`src/verilog/uiop_pkg.sv`:
```
package uiop_pkg;

   // Register byte offsets on the AXI4-Lite bus, one aligned word each.
   localparam logic [7:0] P4_DATA_OFF  = 8'h04;
   localparam logic [7:0] P4_DIR_OFF   = 8'h0C;
   localparam logic [7:0] P5_DATA_OFF  = 8'h10;
   localparam logic [7:0] P5_DIR_OFF   = 8'h14;
   localparam logic [7:0] P6_DATA_OFF  = 8'h18;
   localparam logic [7:0] P6_DIR_OFF   = 8'h1C;
   localparam logic [7:0] P7_DATA_OFF  = 8'h20;
   localparam logic [7:0] DISP_SEL_OFF = 8'h24;
   localparam logic [7:0] CONV_CTL_OFF = 8'h28;
   // Latch view alias: data offset plus this reads the stored latch.
   localparam logic [7:0] LATCH_VIEW   = 8'h40;

   // Reset values.
   localparam logic [7:0] LATCH_RST    = 8'hFF;
   localparam logic [7:0] DIR_RST      = 8'h00;
   localparam logic [4:0] P7_RST       = 5'h1F;
   localparam logic [3:0] DSEL_RST     = 4'h0;
   localparam logic [4:0] CONV_RST     = 5'h00;

   // Field positions.
   localparam int CONV_DIS_BIT  = 4;
   localparam int DSEL_LSB      = 4;
   localparam int P7_WIDTH      = 5;

   // AXI responses.
   localparam logic [1:0] RESP_OKAY   = 2'h0;
   localparam logic [1:0] RESP_SLVERR = 2'h2;

   // Decoded register selection.
   typedef enum logic [3:0] {
      SEL_NONE   = 4'h0,
      SEL_P4     = 4'h1,
      SEL_P4DIR  = 4'h2,
      SEL_P5     = 4'h3,
      SEL_P5DIR  = 4'h4,
      SEL_P6     = 4'h5,
      SEL_P6DIR  = 4'h6,
      SEL_P7     = 4'h7,
      SEL_DSEL   = 4'h8,
      SEL_CONV   = 4'h9
   } uiop_sel_e;

   // Software-visible state of the four ports.
   typedef struct packed {
      logic [7:0] p4_latch;
      logic [7:0] p4_dir;
      logic [7:0] p5_latch;
      logic [7:0] p5_dir;
      logic [7:0] p6_latch;
      logic [7:0] p6_dir;
      logic [4:0] p7_latch;
      logic [3:0] dsel;
      logic [4:0] conv;
   } uiop_regs_s;

endpackage : uiop_pkg

```
`src/verilog/uiop_pin_cell.sv`:
```
module uiop_pin_cell #(
   parameter int W = 8
) (
   input  wire logic         CLK,     // System clock.
   input  wire logic         RST_N,   // Asynchronous reset, active low.
   input  wire logic [W-1:0] latch_d, // Next output latch value.
   input  wire logic [W-1:0] drive_d, // Next drive enable, 1 drives.
   input  wire logic [W-1:0] alt_en,  // Shared function owns the bit.
   input  wire logic [W-1:0] alt_val, // Shared function level.
   output logic      [W-1:0] pin_out, // Registered pin level.
   output logic      [W-1:0] pin_oe_n // Registered enable, low drives.
);

   logic [W-1:0] out_d;
   logic [W-1:0] oe_n_d;

   // Pin follows the latch unless a shared function owns the bit.
   always_comb begin
      out_d  = (alt_en & alt_val) | (~alt_en & latch_d);
      oe_n_d = ~drive_d;
   end

   // Built from next values so the pin moves in the storing cycle.
   always_ff @(posedge CLK or negedge RST_N) begin
      if (!RST_N) begin
         pin_out  <= '1;
         pin_oe_n <= '1;
      end else begin
         pin_out  <= out_d;
         pin_oe_n <= oe_n_d;
      end
   end

endmodule : uiop_pin_cell

```
`src/verilog/uiop_ports.sv`:
```
module uiop_ports (
   input  wire logic       CLK,           // System clock, 50 MHz.
   input  wire logic       RST_N,         // Asynchronous reset, active low.
   input  wire logic [7:0] S_AXI_AWADDR,  // Write address.
   input  wire logic       S_AXI_AWVALID, // Write address valid.
   output logic            S_AXI_AWREADY, // Write address ready.
   input  wire logic [31:0] S_AXI_WDATA,  // Write data.
   input  wire logic [3:0] S_AXI_WSTRB,   // Write byte strobes.
   input  wire logic       S_AXI_WVALID,  // Write data valid.
   output logic            S_AXI_WREADY,  // Write data ready.
   output logic [1:0]      S_AXI_BRESP,   // Write response.
   output logic            S_AXI_BVALID,  // Write response valid.
   input  wire logic       S_AXI_BREADY,  // Write response ready.
   input  wire logic [7:0] S_AXI_ARADDR,  // Read address.
   input  wire logic       S_AXI_ARVALID, // Read address valid.
   output logic            S_AXI_ARREADY, // Read address ready.
   output logic [31:0]     S_AXI_RDATA,   // Read data.
   output logic [1:0]      S_AXI_RRESP,   // Read response.
   output logic            S_AXI_RVALID,  // Read data valid.
   input  wire logic       S_AXI_RREADY,  // Read data ready.
   input  wire logic [7:0] P4_IN,         // Port 4 pin levels.
   output logic [7:0]      P4_OUT,        // Port 4 pin drive level.
   output logic [7:0]      P4_OE_N,       // Port 4 enable, low drives.
   input  wire logic [7:0] P4_PWM_EN,     // Port 4 PWM channel active.
   input  wire logic [7:0] P4_PWM,        // Port 4 PWM levels.
   input  wire logic [7:0] P5_IN,         // Port 5 pin levels.
   output logic [7:0]      P5_OUT,        // Port 5 pin drive level.
   output logic [7:0]      P5_OE_N,       // Port 5 enable, low drives.
   input  wire logic [7:0] P5_PWM_EN,     // Port 5 PWM channel active.
   input  wire logic [7:0] P5_PWM,        // Port 5 PWM levels.
   input  wire logic [7:0] P6_IN,         // Port 6 pin levels.
   output logic [7:0]      P6_OUT,        // Port 6 pin drive level.
   output logic [7:0]      P6_OE_N,       // Port 6 enable, low drives.
   input  wire logic [3:0] OVERLAY_RGBY,  // Overlay colours for bits 7:4.
   input  wire logic [4:0] P7_IN,         // Port 7 pin levels.
   output logic [4:0]      P7_OUT,        // Port 7 drive level.
   output logic [4:0]      P7_OE_N,       // Port 7 enable, low drives.
   output logic            ANALOG_DISABLE,// Converter input disable.
   output logic [3:0]      ANALOG_CHANNEL // Converter channel select.
);

   uiop_pkg::uiop_regs_s regs_q, regs_d;

   logic       aw_q, aw_d, w_q, w_d, bv_q, bv_d, rv_q, rv_d;
   logic [7:0] awaddr_q, awaddr_d;
   logic [7:0] wdata_q, wdata_d;
   logic       wstrb_q, wstrb_d;
   logic [1:0] bresp_q, bresp_d, rresp_q, rresp_d;
   logic [31:0] rdata_q, rdata_d;
   logic        an_dis_q, an_dis_d;
   logic [3:0]  an_ch_q, an_ch_d;
   logic        wr_fire;
   logic        rd_fire;
   logic [4:0]  p7_drive;

   // Decodes an address into a register; latch view aliases share it.
   function automatic uiop_pkg::uiop_sel_e decode(input logic [7:0] a);
      logic [7:0] b;
      b = a & ~uiop_pkg::LATCH_VIEW;
      if (b == uiop_pkg::P4_DATA_OFF) decode = uiop_pkg::SEL_P4;
      else if (b == uiop_pkg::P5_DATA_OFF) decode = uiop_pkg::SEL_P5;
      else if (b == uiop_pkg::P6_DATA_OFF) decode = uiop_pkg::SEL_P6;
      else if (b == uiop_pkg::P7_DATA_OFF) decode = uiop_pkg::SEL_P7;
      else if (a == uiop_pkg::P4_DIR_OFF) decode = uiop_pkg::SEL_P4DIR;
      else if (a == uiop_pkg::P5_DIR_OFF) decode = uiop_pkg::SEL_P5DIR;
      else if (a == uiop_pkg::P6_DIR_OFF) decode = uiop_pkg::SEL_P6DIR;
      else if (a == uiop_pkg::DISP_SEL_OFF) decode = uiop_pkg::SEL_DSEL;
      else if (a == uiop_pkg::CONV_CTL_OFF) decode = uiop_pkg::SEL_CONV;
      else decode = uiop_pkg::SEL_NONE;
   endfunction : decode

   // Pin view: input bits show the pin, output bits the latch.
   function automatic logic [7:0] pin_view(input logic [7:0] pin,
                                           input logic [7:0] lat,
                                           input logic [7:0] dir);
      pin_view = (pin & ~dir) | (lat & dir);
   endfunction : pin_view

   assign wr_fire = aw_q && w_q && !bv_q;
   assign rd_fire = S_AXI_ARVALID && !rv_q;

   // Write channel: address and data are held apart until both arrive.
   always_comb begin
      aw_d     = aw_q;
      w_d      = w_q;
      bv_d     = bv_q;
      awaddr_d = awaddr_q;
      wdata_d  = wdata_q;
      wstrb_d  = wstrb_q;
      bresp_d  = bresp_q;
      if (S_AXI_AWVALID && !aw_q) begin
         aw_d     = 1'b1;
         awaddr_d = S_AXI_AWADDR;
      end
      if (S_AXI_WVALID && !w_q) begin
         w_d     = 1'b1;
         wdata_d = S_AXI_WDATA[7:0];
         wstrb_d = S_AXI_WSTRB[0];
      end
      if (wr_fire) begin
         aw_d    = 1'b0;
         w_d     = 1'b0;
         bv_d    = 1'b1;
         bresp_d = (decode(awaddr_q) == uiop_pkg::SEL_NONE) ?
                   uiop_pkg::RESP_SLVERR : uiop_pkg::RESP_OKAY;
      end else if (bv_q && S_AXI_BREADY) begin
         bv_d = 1'b0;
      end
   end

   // Register file. A whole byte is stored, so a read-modify-write
   // through the pin view copies pin levels into input-bit latches.
   always_comb begin
      regs_d = regs_q;
      if (wr_fire && wstrb_q) begin
         case (decode(awaddr_q))
            uiop_pkg::SEL_P4:    regs_d.p4_latch = wdata_q;
            uiop_pkg::SEL_P5:    regs_d.p5_latch = wdata_q;
            uiop_pkg::SEL_P6:    regs_d.p6_latch = wdata_q;
            uiop_pkg::SEL_P7:
               regs_d.p7_latch = wdata_q[uiop_pkg::P7_WIDTH-1:0];
            uiop_pkg::SEL_P4DIR: regs_d.p4_dir = wdata_q;
            uiop_pkg::SEL_P5DIR: regs_d.p5_dir = wdata_q;
            uiop_pkg::SEL_P6DIR: regs_d.p6_dir = wdata_q;
            uiop_pkg::SEL_DSEL:
               regs_d.dsel = wdata_q[uiop_pkg::DSEL_LSB +: 4];
            uiop_pkg::SEL_CONV:
               regs_d.conv = wdata_q[uiop_pkg::CONV_DIS_BIT:0];
            default: regs_d = regs_q;
         endcase
      end
      an_dis_d = regs_d.conv[uiop_pkg::CONV_DIS_BIT];
      an_ch_d  = regs_d.conv[3:0];
   end

   // Read channel: one word, answered the cycle after the address.
   always_comb begin
      rv_d    = rv_q;
      rdata_d = rdata_q;
      rresp_d = rresp_q;
      if (rd_fire) begin
         rv_d    = 1'b1;
         rresp_d = uiop_pkg::RESP_OKAY;
         rdata_d = '0;
         // Latch view serves read-modify-write, the plain one the pins.
         case (decode(S_AXI_ARADDR))
            uiop_pkg::SEL_P4: rdata_d[7:0] =
               S_AXI_ARADDR[6] ? regs_q.p4_latch :
               pin_view(P4_IN, regs_q.p4_latch, regs_q.p4_dir);
            uiop_pkg::SEL_P5: rdata_d[7:0] =
               S_AXI_ARADDR[6] ? regs_q.p5_latch :
               pin_view(P5_IN, regs_q.p5_latch, regs_q.p5_dir);
            uiop_pkg::SEL_P6: rdata_d[7:0] =
               S_AXI_ARADDR[6] ? regs_q.p6_latch :
               pin_view(P6_IN, regs_q.p6_latch, regs_q.p6_dir);
            // Upper three bits are undefined and read as zero here.
            uiop_pkg::SEL_P7: rdata_d[4:0] =
               S_AXI_ARADDR[6] ? regs_q.p7_latch : P7_IN;
            uiop_pkg::SEL_DSEL:
               rdata_d[uiop_pkg::DSEL_LSB +: 4] = regs_q.dsel;
            uiop_pkg::SEL_CONV:
               rdata_d[uiop_pkg::CONV_DIS_BIT:0] = regs_q.conv;
            // Direction registers are write-only and read as zero.
            uiop_pkg::SEL_P4DIR, uiop_pkg::SEL_P5DIR,
            uiop_pkg::SEL_P6DIR: rdata_d = '0;
            default: rresp_d = uiop_pkg::RESP_SLVERR;
         endcase
      end else if (rv_q && S_AXI_RREADY) begin
         rv_d = 1'b0;
      end
   end

   // State registers with their reset values.
   always_ff @(posedge CLK or negedge RST_N) begin
      if (!RST_N) begin
         regs_q.p4_latch <= uiop_pkg::LATCH_RST;
         regs_q.p5_latch <= uiop_pkg::LATCH_RST;
         regs_q.p6_latch <= uiop_pkg::LATCH_RST;
         regs_q.p7_latch <= uiop_pkg::P7_RST;
         regs_q.p4_dir   <= uiop_pkg::DIR_RST;
         regs_q.p5_dir   <= uiop_pkg::DIR_RST;
         regs_q.p6_dir   <= uiop_pkg::DIR_RST;
         regs_q.dsel     <= uiop_pkg::DSEL_RST;
         regs_q.conv     <= uiop_pkg::CONV_RST;
         an_dis_q <= 1'b0;
         an_ch_q  <= 4'h0;
         aw_q     <= 1'b0;
         w_q      <= 1'b0;
         bv_q     <= 1'b0;
         rv_q     <= 1'b0;
         awaddr_q <= 8'h00;
         wdata_q  <= 8'h00;
         wstrb_q  <= 1'b0;
         bresp_q  <= uiop_pkg::RESP_OKAY;
         rresp_q  <= uiop_pkg::RESP_OKAY;
         rdata_q  <= 32'h0000_0000;
      end else begin
         regs_q   <= regs_d;
         an_dis_q <= an_dis_d;
         an_ch_q  <= an_ch_d;
         aw_q     <= aw_d;
         w_q      <= w_d;
         bv_q     <= bv_d;
         rv_q     <= rv_d;
         awaddr_q <= awaddr_d;
         wdata_q  <= wdata_d;
         wstrb_q  <= wstrb_d;
         bresp_q  <= bresp_d;
         rresp_q  <= rresp_d;
         rdata_q  <= rdata_d;
      end
   end

   assign S_AXI_AWREADY  = !aw_q;
   assign S_AXI_WREADY   = !w_q;
   assign S_AXI_BVALID   = bv_q;
   assign S_AXI_BRESP    = bresp_q;
   assign S_AXI_ARREADY  = !rv_q;
   assign S_AXI_RVALID   = rv_q;
   assign S_AXI_RDATA    = rdata_q;
   assign S_AXI_RRESP    = rresp_q;
   assign ANALOG_DISABLE = an_dis_q;
   assign ANALOG_CHANNEL = an_ch_q;

   // PWM takes a pin only while its latch holds 1, so a cleared latch
   // keeps the pin low rather than passing the channel through.
   uiop_pin_cell #(.W(8)) u_p4 (
      .CLK      (CLK),
      .RST_N    (RST_N),
      .latch_d  (regs_d.p4_latch),
      .drive_d  (regs_d.p4_dir),
      .alt_en   (P4_PWM_EN & regs_d.p4_latch),
      .alt_val  (P4_PWM),
      .pin_out  (P4_OUT),
      .pin_oe_n (P4_OE_N)
   );

   uiop_pin_cell #(.W(8)) u_p5 (
      .CLK      (CLK),
      .RST_N    (RST_N),
      .latch_d  (regs_d.p5_latch),
      .drive_d  (regs_d.p5_dir),
      .alt_en   (P5_PWM_EN & regs_d.p5_latch),
      .alt_val  (P5_PWM),
      .pin_out  (P5_OUT),
      .pin_oe_n (P5_OE_N)
   );

   // Overlay colours need both select and output direction.
   uiop_pin_cell #(.W(8)) u_p6 (
      .CLK      (CLK),
      .RST_N    (RST_N),
      .latch_d  (regs_d.p6_latch),
      .drive_d  (regs_d.p6_dir),
      .alt_en   ({regs_d.dsel, 4'h0}),
      .alt_val  ({OVERLAY_RGBY, 4'h0}),
      .pin_out  (P6_OUT),
      .pin_oe_n (P6_OE_N)
   );

   // Port 7 has no direction bits: it pulls low only for a 0 latch.
   assign p7_drive = ~regs_d.p7_latch;

   uiop_pin_cell #(.W(5)) u_p7 (
      .CLK      (CLK),
      .RST_N    (RST_N),
      .latch_d  (regs_d.p7_latch),
      .drive_d  (p7_drive),
      .alt_en   (5'h00),
      .alt_val  (5'h00),
      .pin_out  (P7_OUT),
      .pin_oe_n (P7_OE_N)
   );

endmodule : uiop_ports

```
`config.mk`:
```
export PLATFORM = sky130hd
export DESIGN_NAME = uiop_ports
export DESIGN_NICKNAME = d
export VERILOG_FILES = /design/src/verilog/uiop_pkg.sv /design/src/verilog/uiop_pin_cell.sv /design/src/verilog/uiop_ports.sv
export SDC_FILE = /design/constraint.sdc
export NUM_CORES = 1
export LEC_CHECK = 0
export BUFFER_PORTS_ARGS = -buffer_cell sky130_fd_sc_hd__buf_2
export CAP_MARGIN = 40
export CORE_AREA = 3 3 160 162
export CTS_BUF_LIST = sky130_fd_sc_hd__clkbuf_8
export DETAILED_ROUTE_END_ITERATION = 8
export DIE_AREA = 0 0 163 165
export GPL_TIMING_DRIVEN = 0
export HOLD_SLACK_MARGIN = 0.06
export PLACE_DENSITY = 0.59
export SYNTH_ARGS = -nofsm -noshare
export SYNTH_HDL_FRONTEND = slang
export SYNTH_SLANG_ARGS = --single-unit
```
`constraint.sdc`:
```
create_clock -name CLK -period 3.4 [get_ports CLK]
set_clock_uncertainty 0.1 [all_clocks]
set_input_delay 0.34 -clock CLK [delete_from_list [all_inputs] [get_ports CLK]]
set_output_delay 0.34 -clock CLK [all_outputs]
set_load 0.005 [all_outputs]
```
Yosys cells after proc, flatten, opt, wreduce, memory -nomap -nowiden --
Cells that the tools add are included.
Operators by class: div/mod/pow operators 0, $add $sub $neg 0, multiply operators 0, shift operators 0, muxes and demuxes 48, eq/ne operators 36, bitwise gates (word level) 31, reductions and logical operators 18, $lt $le $gt $ge 0
Operators by type and width (count):
- 8-bit AND | 14
- 4-bit 2-to-1 mux | 22
- 8-bit 2-to-1 mux | 9
- 8-bit inverter | 9
- 62-bit 2-to-1 mux | 1
- 8-bit OR | 6
- 4-bit by 3-bit equality test with 1-bit output, second input constant | 8
- 8-bit by 5-bit equality test with 1-bit output, second input constant | 4
- 8-bit by 6-bit equality test with 1-bit output, second input constant | 4
- 7-bit by 5-bit equality test with 1-bit output, second input constant | 4
- 4-bit one-hot mux with 5 select lines | 1
- 4-bit by 2-bit equality test with 1-bit output, second input constant | 4
- 4-bit equality test, second input constant | 4
- 8-bit by 4-bit equality test with 1-bit output, second input constant | 2
- 5-bit 2-to-1 mux | 3
- 7-bit by 3-bit equality test with 1-bit output, second input constant | 2
- 7-bit by 6-bit equality test with 1-bit output, second input constant | 2
- 3-bit one-hot mux with 4 select lines | 1
- 5-bit inverter | 2
- 9-bit OR reduction | 1
- 4-bit by 1-bit equality test with 1-bit output, second input constant | 2
- 1-bit logical AND | 8
- 1-bit 2-to-1 mux | 8
- 2-bit nonzero test | 4
- 4 further kinds | 8
Storage, ports and cells: memories 0, memory bits (read-only) 0, bits in latches 0, RAM bits 0, flip-flop bits (word level) 153, word-level logic and storage cells 161

Longest topological paths before layout --
Gate-level depths: netlist of run 1.
word-level depth 18, gate-level depth with buffers 7, depth with buffers taken out 5

By module --
A second synthesis of run 1 with hierarchy kept.
Second synthesis, totals: cells, all modules 547, area, all modules 6900.4 µm²
Modules (own cells, without submodules):
- uiop_ports | cells an instance 431, times used 1, area each 4832.1 µm²
- uiop_pin_cell (u_p4 ...) | cells an instance 32, times used 3, area each 570.5 µm²
- uiop_pin_cell (u_p7) | cells an instance 20, times used 1, area each 356.6 µm²

Worst setup path before layout of run 1 --
No wires, ideal clock.
path type register -> register, start point register awaddr_q[5], end point register regs_q[19] (netlist name), setup time 128 ps, cell stages (with the launch flop) 8, arrival 2008 ps, path buffers 2, slack 1164 ps, path through dfrtp_1 buf_6 nand2b_1 a21oi_4 nor2_1 nor4_4 buf_6 mux2_1
Between the ends: cells in the longest elaborated chain, start to end 14, elaborated cells between the ends (all ways) 22
Ends and longest elaborated chain:
- start, declared | RTL line uiop_ports.sv:45 | logic [7:0] awaddr_q, awaddr_d;
- start signal, assigned | RTL line uiop_ports.sv:205 | awaddr_q <= awaddr_d;
- 8-bit by 6-bit equality test with 1-bit output | RTL line uiop_ports.sv:68 | else if (a == uiop_pkg::CONV_CTL_OFF) decode = uiop_pkg::SEL_CONV;
- 4-bit 2-to-1 mux | RTL line uiop_ports.sv:68
- 4-bit 2-to-1 mux | RTL line uiop_ports.sv:67 | else if (a == uiop_pkg::DISP_SEL_OFF) decode = uiop_pkg::SEL_DSEL;
- 4-bit 2-to-1 mux | RTL line uiop_ports.sv:66 | else if (a == uiop_pkg::P6_DIR_OFF) decode = uiop_pkg::SEL_P6DIR;
- 4-bit 2-to-1 mux | RTL line uiop_ports.sv:65 | else if (a == uiop_pkg::P5_DIR_OFF) decode = uiop_pkg::SEL_P5DIR;
- 4-bit 2-to-1 mux | RTL line uiop_ports.sv:64 | else if (a == uiop_pkg::P4_DIR_OFF) decode = uiop_pkg::SEL_P4DIR;
- 4-bit 2-to-1 mux | RTL line uiop_ports.sv:63 | else if (b == uiop_pkg::P7_DATA_OFF) decode = uiop_pkg::SEL_P7;
- 4-bit 2-to-1 mux | RTL line uiop_ports.sv:62 | else if (b == uiop_pkg::P6_DATA_OFF) decode = uiop_pkg::SEL_P6;
- 4-bit 2-to-1 mux | RTL line uiop_ports.sv:61 | else if (b == uiop_pkg::P5_DATA_OFF) decode = uiop_pkg::SEL_P5;
- 4-bit 2-to-1 mux * | RTL line uiop_ports.sv:60 | if (b == uiop_pkg::P4_DATA_OFF) decode = uiop_pkg::SEL_P4;
- 4-bit 2-to-1 mux * | RTL line uiop_ports.sv:115 | if (wr_fire && wstrb_q) begin
- 4-bit by 3-bit equality test with 1-bit output * | RTL line uiop_ports.sv:116 | case (decode(awaddr_q))
- 8-bit 2-to-1 mux * | RTL line uiop_ports.sv:116
- 62-bit 2-to-1 mux * | RTL line uiop_ports.sv:115
- named net regs_d[19] | RTL line uiop_ports.sv:42 | uiop_pkg::uiop_regs_s regs_q, regs_d;
- end signal, assigned | RTL line uiop_ports.sv:198 | regs_q <= regs_d;
- end, declared | RTL line uiop_ports.sv:42
Mark *: on every way through the listed nets, which the timed path passes. The rest lies on a longest branch. The select of a mux whose other input is x is not followed. A chain may end at the register's enable or synchronous reset.

Worst setup path after layout of run 1 --
start point register awaddr_q[7], end point register u_p5.pin_out[5]
Between the ends: cells in the longest elaborated chain, start to end 18, elaborated cells between the ends (all ways) 27
Ends and longest elaborated chain:
- 8-bit by 6-bit equality test with 1-bit output | RTL line uiop_ports.sv:68
- 4-bit 2-to-1 mux | RTL line uiop_ports.sv:68
- 4-bit 2-to-1 mux | RTL line uiop_ports.sv:67
- 4-bit 2-to-1 mux | RTL line uiop_ports.sv:66
- 4-bit 2-to-1 mux | RTL line uiop_ports.sv:65
- 4-bit 2-to-1 mux | RTL line uiop_ports.sv:64
- 4-bit 2-to-1 mux | RTL line uiop_ports.sv:63
- 4-bit 2-to-1 mux | RTL line uiop_ports.sv:62
- [... 4 more ...]
- 8-bit 2-to-1 mux * | RTL line uiop_ports.sv:116
- 62-bit 2-to-1 mux * | RTL line uiop_ports.sv:115
- named net regs_d[43] | RTL line uiop_ports.sv:42
- 8-bit AND | RTL line uiop_ports.sv:243 | .alt_en (P5_PWM_EN & regs_d.p5_latch),
- 8-bit inverter | RTL line uiop_pin_cell.sv:19 | out_d = (alt_en & alt_val) | (~alt_en & latch_d);
- 8-bit AND | RTL line uiop_pin_cell.sv:19
- 8-bit OR * | RTL line uiop_pin_cell.sv:19
- named net u_p5.out_d[5] | RTL line uiop_pin_cell.sv:14 | logic [W-1:0] out_d;
- end signal, assigned | RTL line uiop_pin_cell.sv:29 | pin_out <= out_d;
- end, declared | RTL line uiop_pin_cell.sv:10 | output logic [W-1:0] pin_out,
Marks and branches as above.

==> results of run 1 <==
## layout make-up
| cell class | count | area, sq um | share of cell area |
|---|---|---|---|
| plain buffers | 68 | 450 | 0.0490 |
| flip-flops and latches | 137 | 3520 | 0.383 |
| well taps | 324 | 405 | 0.0441 |
| multi-input cells | 351 | 2750 | 0.299 |
| clock buffers | 20 | 275 | 0.0299 |
| inverters | 32 | 120 | 0.0131 |
| clock inverters | 12 | 171 | 0.0186 |
| repair buffers | 234 | 1490 | 0.162 |
| diodes | 4 | 10.0 | 0.00109 |
## routing by layer
metal	GRT usage	vias to the layer above	wire, microns
li1	-	2464	-
met1	0.189	2460	8550
met2	0.249	153	9720
met3	0.0439	44	1210
met4	0.0604	8	582
met5	0	-	42
## cell usage after synthesis, drive strengths merged (2+ instances only)
master / n
nor3: 8
and3: 4
a221o: 3
nor2: 45
nand2b: 14
o211ai: 2
o211a: 2
nor4: 4
a211oi: 3
dfstp: 73
nor4bb: 2
a21oi: 10
a2bb2oi: 2
o31a: 4
or3: 3
a22oi: 7
nand2: 18
mux2: 93
a21boi: 16
clkbuf: 15
nor4b: 3
dfrtp: 64
o21ai: 11
nand3: 4
o22a: 3
buf: 53
or4: 2
mux2i: 29
a21o: 3
nor2b: 11
a22o: 2
inv: 32
o22ai: 5
a221oi: 2
## power by group through the flow
stage               logic, uW  registers (uW)  clock network [uW]
floorplan                1030            2380                   0
global placement         1570            2400                   0
detailed placement       1610            2420                   0
CTS                      1740            2390                1590
global route             1900            2450                1670
finish                   1710            2390                1530
## state kept, by name (all words and copies together), names as in the netlist, 2 cells and up
name / cells
u_p4.pin_oe_n: 8
u_p6.pin_oe_n: 8
u_p7.pin_oe_n: 2
u_p7.pin_out: 3
awaddr_q: 8
u_p4.pin_out: 8
regs_q: 53
wdata_q: 8
S_AXI_RDATA: 8
u_p6.pin_out: 4
u_p5.pin_out: 8
ANALOG_CHANNEL: 3
u_p5.pin_oe_n: 8
## through the flow
stage / total power [uW] / setup TNS (ns)
3_3_place_gp: 3980 / -14.77
5_1_grt: 6020 / 0
2_1_floorplan: 3400 / 0
3_5_place_dp: 4040 / 0
4_1_cts: 5720 / 0
6_report: 5630 / 0
## logic make-up after synthesis
kind of cell	synth area share
simple gates	0.103
buf+inv	0.0846
fa+ha+maj	0.00148
compound gates	0.0905
other cells	0.000556
flops	0.522
mux	0.199
## worst min-delay path, stage by stage
cell and delay (ns):
buf_2 0.11, inv_1 0.05, a22o_1 0.12, a211oi_1 0.07
## worst max path at each step
stage,from,end,cells past startpoint
after floorplan,awaddr_q[5],regs_q[19],7
after global placement,RST_N,awaddr_q[0],1
after detailed placement,S_AXI_ARADDR[6],S_AXI_RDATA[4],8
after CTS,awaddr_q[7],u_p4.pin_out[1],7
after global routing,awaddr_q[3],u_p4.pin_out[1],8
final,awaddr_q[7],u_p5.pin_out[5],6
## repair_timing
| action | CTS | global route |
|---|---|---|
| hold buffers | 54 | 0 |
| endpoints found under the hold margin | 57 | 0 |
| setup endpoints to repair | 0 | 0 |
## layout by cell type, fill, tap and decap left out, drive strengths merged, types with 5 or more instances in the layout
| master | instances |
|---|---|
| buf | 232 |
| mux2 | 93 |
| dfstp | 73 |
| dfrtp | 64 |
| dlygate4sd3 | 54 |
| nor2 | 45 |
| clkbuf | 35 |
| inv | 34 |
| mux2i | 29 |
| conb | 26 |
| nand2 | 18 |
| a21boi | 16 |
| nand2b | 14 |
| nor2b | 11 |
| o21ai | 11 |
| a21oi | 10 |
| nor3 | 8 |
| a22oi | 7 |
| o22ai | 5 |
==> flow_metrics.tcl, run 1 <==
set metrics [dict create \
    crit_type "reg -> reg" \
    slowest_delay_ns 0.58 \
    synthDistinctLibCells 56 \
    cts_tree "done" \
    rsz0062_at_grt "false" \
    min_path_type "in -> reg" \
    drt_first_iter_violations 365 \
    ys_async_sr_fraction 1.00 \
    synthCells 563 \
    dp.cells 1092 \
    wl_per_cell_microns 17.0 \
    finalNetCount 965 \
    crit_chain "nor3_1, and2_1, nand4_1, mux2_2, a21boi_0, dlygate4sd3_1" \
    die_x_microns 163 \
    max_cap_violations 0 \
    place_ws_ns 0.529 \
    synth_warnings 0 \
    initial_core_util 0.278 \
    placed_area_sq_um 8190 \
    die_area_sq_um 26900 \
    worst_ep_arrival_time_ns 3.39 \
    grt_start_max_net_pins 80 \
    synth_top_area_share 0.284 \
    p_per_area_nw_per_um2 613 \
    reg2reg_from "awaddr_q[7]" \
    drc_errors 0 \
    final_cell_area_sq_um 9190 \
    p_leak_uw 0.00433 \
    reg2reg_to "u_p5.pin_out[5]" \
    synth_seq_cells 137 \
    fillCellCount 2498 \
    layout.cells.non_filler 1182 \
    cts.reportedPaths.clkPinSlew_ns 0.08 \
    globalRouteTotalUtil 0.152 \
    vdd_ir_drop_max_mv 0.220 \
    slew_viol_final 0 \
    post_cts_resized 0 \
    core_sq_um 24200 \
    vias 5129 \
    synth-main-ff-cell "dfstp_2" \
    slew_headroom 0.413 \
    p_sw_uw 1760 \
    fmax_mhz 320 \
    post-cts-setup-buffers 0 \
    grt-ovfl-total 0 \
    grt_pass1_wl_microns 30200 \
    pwr-share-comb 0.304 \
    crit_fanout 8 \
    end_kind "flop" \
    via_per_inst 4.34 \
    h-tree-depth 4 \
    rows 57 \
    ios 228 \
    synth_enable_flop_cells 0 \
    rr_worst_depth 6 \
    ant_nets 0 \
    firstDrtPassIters 4 \
    cts_buffer_depth 2 \
    cp.buffers_inverters 1 \
    synth.cell_area_sq_um 6750 \
    cp.required_ns 3.67 \
    die_h_microns 165 \
    holdWs_ns 0.157 \
    portBuffers 174 \
    switching_share 0.313 \
    final_core_util 0.379 \
    cts_root_buf "clkbuf_8" \
    cts_buffers 17 \
    yosysSeqAreaShare 0.522 \
    wl_microns 20100 \
    hpwl_microns 14900 \
    hold_viol_final 0 \
    antenna_found_initial 8 \
    synth.avg_cell_area_sq_um 12.0 \
    clock_power_share 0.272 \
    fin_crit_sh 0.919 \
    setup_ws_ns 0.275 \
    startpoint_type "flop" \
    yosys.area.top_type "dfstp_2" \
    critPathTopFamily "simple AND/OR/NAND/NOR gates" \
    drive_above_1_share 0.516 \
    internal-power_uw 3870 \
    worstMarginPinSlew_ns 0.873 \
    holdPathStages 4 \
    synthTopCellsByArea "dfstp_2 28%, dfrtp_1 24%, mux2_2 15%, buf_4 5.2%, mux2i_1 4.3%" \
    clock-sinks 137 \
    setup_viol_count_final 0 \
    whs_endpoint "u_p6.pin_out[5]" \
    period_needed_ns 3.13 \
    grt_pass1_vias 5219 \
    cp_slowest_cell "nand4_1" \
    status "completed" \
    seqPwrFrac 0.425 \
    min_from "OVERLAY_RGBY[1]" \
    rrSetupSlack_ns 0.27 \
    syn_to_final_growth_pct 36.2 \
    clk_latency_ns 0.45 \
    place_congestion 0.822 \
]
Note: power is estimated with default switching activity, not from simulation.
==> run 2, diff against run 1 <==
--- a/config.mk
+++ b/config.mk
@@ -13,7 +13,7 @@
 export DIE_AREA = 0 0 163 165
 export GPL_TIMING_DRIVEN = 0
 export HOLD_SLACK_MARGIN = 0.06
-export PLACE_DENSITY = 0.59
+export PLACE_DENSITY = 0.51
 export SYNTH_ARGS = -nofsm -noshare
 export SYNTH_HDL_FRONTEND = slang
 export SYNTH_SLANG_ARGS = --single-unit
==> run 2 against run 1 <==
  * Non-clock buffer count stayed put
  * Combinational power is essentially flat
  * Largest cell class unchanged
  * First-iteration DRC count shrank 47%
  * Critical path type unchanged
  * Sequential power barely moved
  * Via count decreased by 2.6%
  * Clock power fell by 14%
  * Cell count is 0.25% lower
  * Critical endpoint unchanged
  * Worst setup slack gained 0.0089 ns
  * Register-to-register slack about the same
  * Fmax is 0.28% higher
  * Critical path depth unchanged
==> flow_metrics.tcl, run 2 (same netlist as run 1, synthesis figures left out) <==
set metrics [dict create \
    status "completed" \
    vias 4997 \
    via_per_inst 4.24 \
    min_from "OVERLAY_RGBY[2]" \
    wl_microns 20100 \
    finalNetCount 965 \
    clock-sinks 137 \
    reg2reg_from "awaddr_q[7]" \
    grt_pass1_vias 4978 \
    rows 57 \
    grt_start_max_net_pins 70 \
    wl_per_cell_microns 17.0 \
    vdd_ir_drop_max_mv 0.242 \
    drt_first_iter_violations 195 \
    cts.reportedPaths.clkPinSlew_ns 0.08 \
    rsz0062_at_grt "false" \
    firstDrtPassIters 4 \
    core_sq_um 24200 \
    reg2reg_to "u_p5.pin_out[5]" \
    max_cap_violations 0 \
    portBuffers 174 \
    min_path_type "in -> reg" \
    setup_ws_ns 0.284 \
    hold_viol_final 0 \
    grt-ovfl-total 0 \
    fmax_mhz 321 \
    period_needed_ns 3.12 \
    largest_register_ffs 53 \
    post_cts_resized 0 \
    clk_latency_ns 0.45 \
    fin_crit_sh 0.917 \
    holdPathStages 4 \
    syn_to_final_growth_pct 35.1 \
    end_kind "flop" \
    antenna_found_initial 2 \
    drive_above_1_share 0.513 \
    cts_tree "done" \
    die_area_sq_um 26900 \
    startpoint_type "flop" \
    top_register "regs_q" \
    h-tree-depth 4 \
    setup_viol_count_final 0 \
    place_congestion 0.821 \
    dp.cells 1092 \
    final_cell_mix "177 x buf_2, 90 x mux2_2, 73 x dfstp_2, 64 x dfrtp_1, 54 x dlygate4sd3_1" \
    place_ws_ns 0.379 \
    crit_start "awaddr_q[7]" \
    placed_area_sq_um 8200 \
    worst_ep_arrival_time_ns 3.39 \
    ios 228 \
    post-cts-setup-buffers 0 \
    globalRouteTotalUtil 0.149 \
    grt_pass1_wl_microns 29800 \
    p_per_area_nw_per_um2 594 \
    crit_type "reg -> reg" \
    layout_commonest_cell "buf_2" \
    cts_buffer_depth 2 \
    final_cell_area_sq_um 9110 \
    slew_headroom 0.442 \
    die_h_microns 165 \
    hpwl_microns 14900 \
    rrSetupSlack_ns 0.28 \
    ant_nets 0 \
    cts_root_buf "clkbuf_8" \
    worstMarginPinSlew_ns 0.831 \
    drc_errors 0 \
    initial_core_util 0.278 \
    cp.required_ns 3.67 \
    crit_fanout 8 \
    p_leak_uw 0.00432 \
    rr_worst_depth 6 \
    cts_buffers 17 \
    slew_viol_final 0 \
    whs_endpoint "u_p6.pin_out[6]" \
    die_x_microns 163 \
    layout.cells.non_filler 1179 \
]
==> run 2: power by group <==
part / internal (uW) / switching (uW) / leakage (uW) / total, uW
Sequential: 2150 / 234 / 0.00159 / 2390
Combinational: 863 / 851 / 0.00252 / 1710
Clock: 652 / 656 / 0.000208 / 1310
Total: 3670 / 1740 / 0.00432 / 5410
==> run 2: layer usage <==
metal,share of wire,vias to the layer above,wire length [microns],GRT usage
li1,-,2447,-,-
met1,0.45,2418,8940,0.192
met2,0.50,119,10000,0.252
met3,0.046,11,918,0.0359
met4,0.0083,2,167,0.0388
met5,0.00065,-,13,0
==> run 2: repair_timing <==
action	CTS	global route
hold buffers	54	0
endpoints found under the setup margin	0	0
hold endpoints to repair	66	0
==> run 2: worst max path at each step <==
stage	cells past startpoint	end
5_1_grt	6	u_p5.pin_out[6]
6_report	6	u_p5.pin_out[5]
3_5_place_dp	8	S_AXI_RDATA[4]
2_1_floorplan	7	regs_q[19]
3_3_place_gp	1	awaddr_q[7]
4_1_cts	6	u_p5.pin_out[7]
==> run 2: area by class of cell <==
type,instances,area (sq um)
Buffer,68,450
Sequential cell,137,3520
Tap cell,324,405
Inverter,32,120
Clock buffer,18,248
Clock inverter,14,120
Timing Repair Buffer,234,1490
Antenna cell,1,2.50
Fill cell,2442,15100
Multi-Input combinational cell,351,2760
==> run 2: per-stage QoR <==
stage               hold WS [ns]  setup TNS [ns]  total power (uW)  utilization
detailed placement         0.306               0              4040        0.338
CTS                        0.106               0              5480        0.376
finish                     0.152               0              5410        0.376
floorplan                -0.0556               0              3400            -
global route               0.160               0              5780        0.376
global placement           0.328          -13.16              4000        0.335
==> run 2: critical path, cell delays in order, from the launching register on <==
cell and delay [ns]:
dfrtp_1 0.38, nor3_1 0.45, and2_1 0.27, nand4_1 0.60, mux2_2 0.54, a21boi_0 0.14
dlygate4sd3_1 0.58
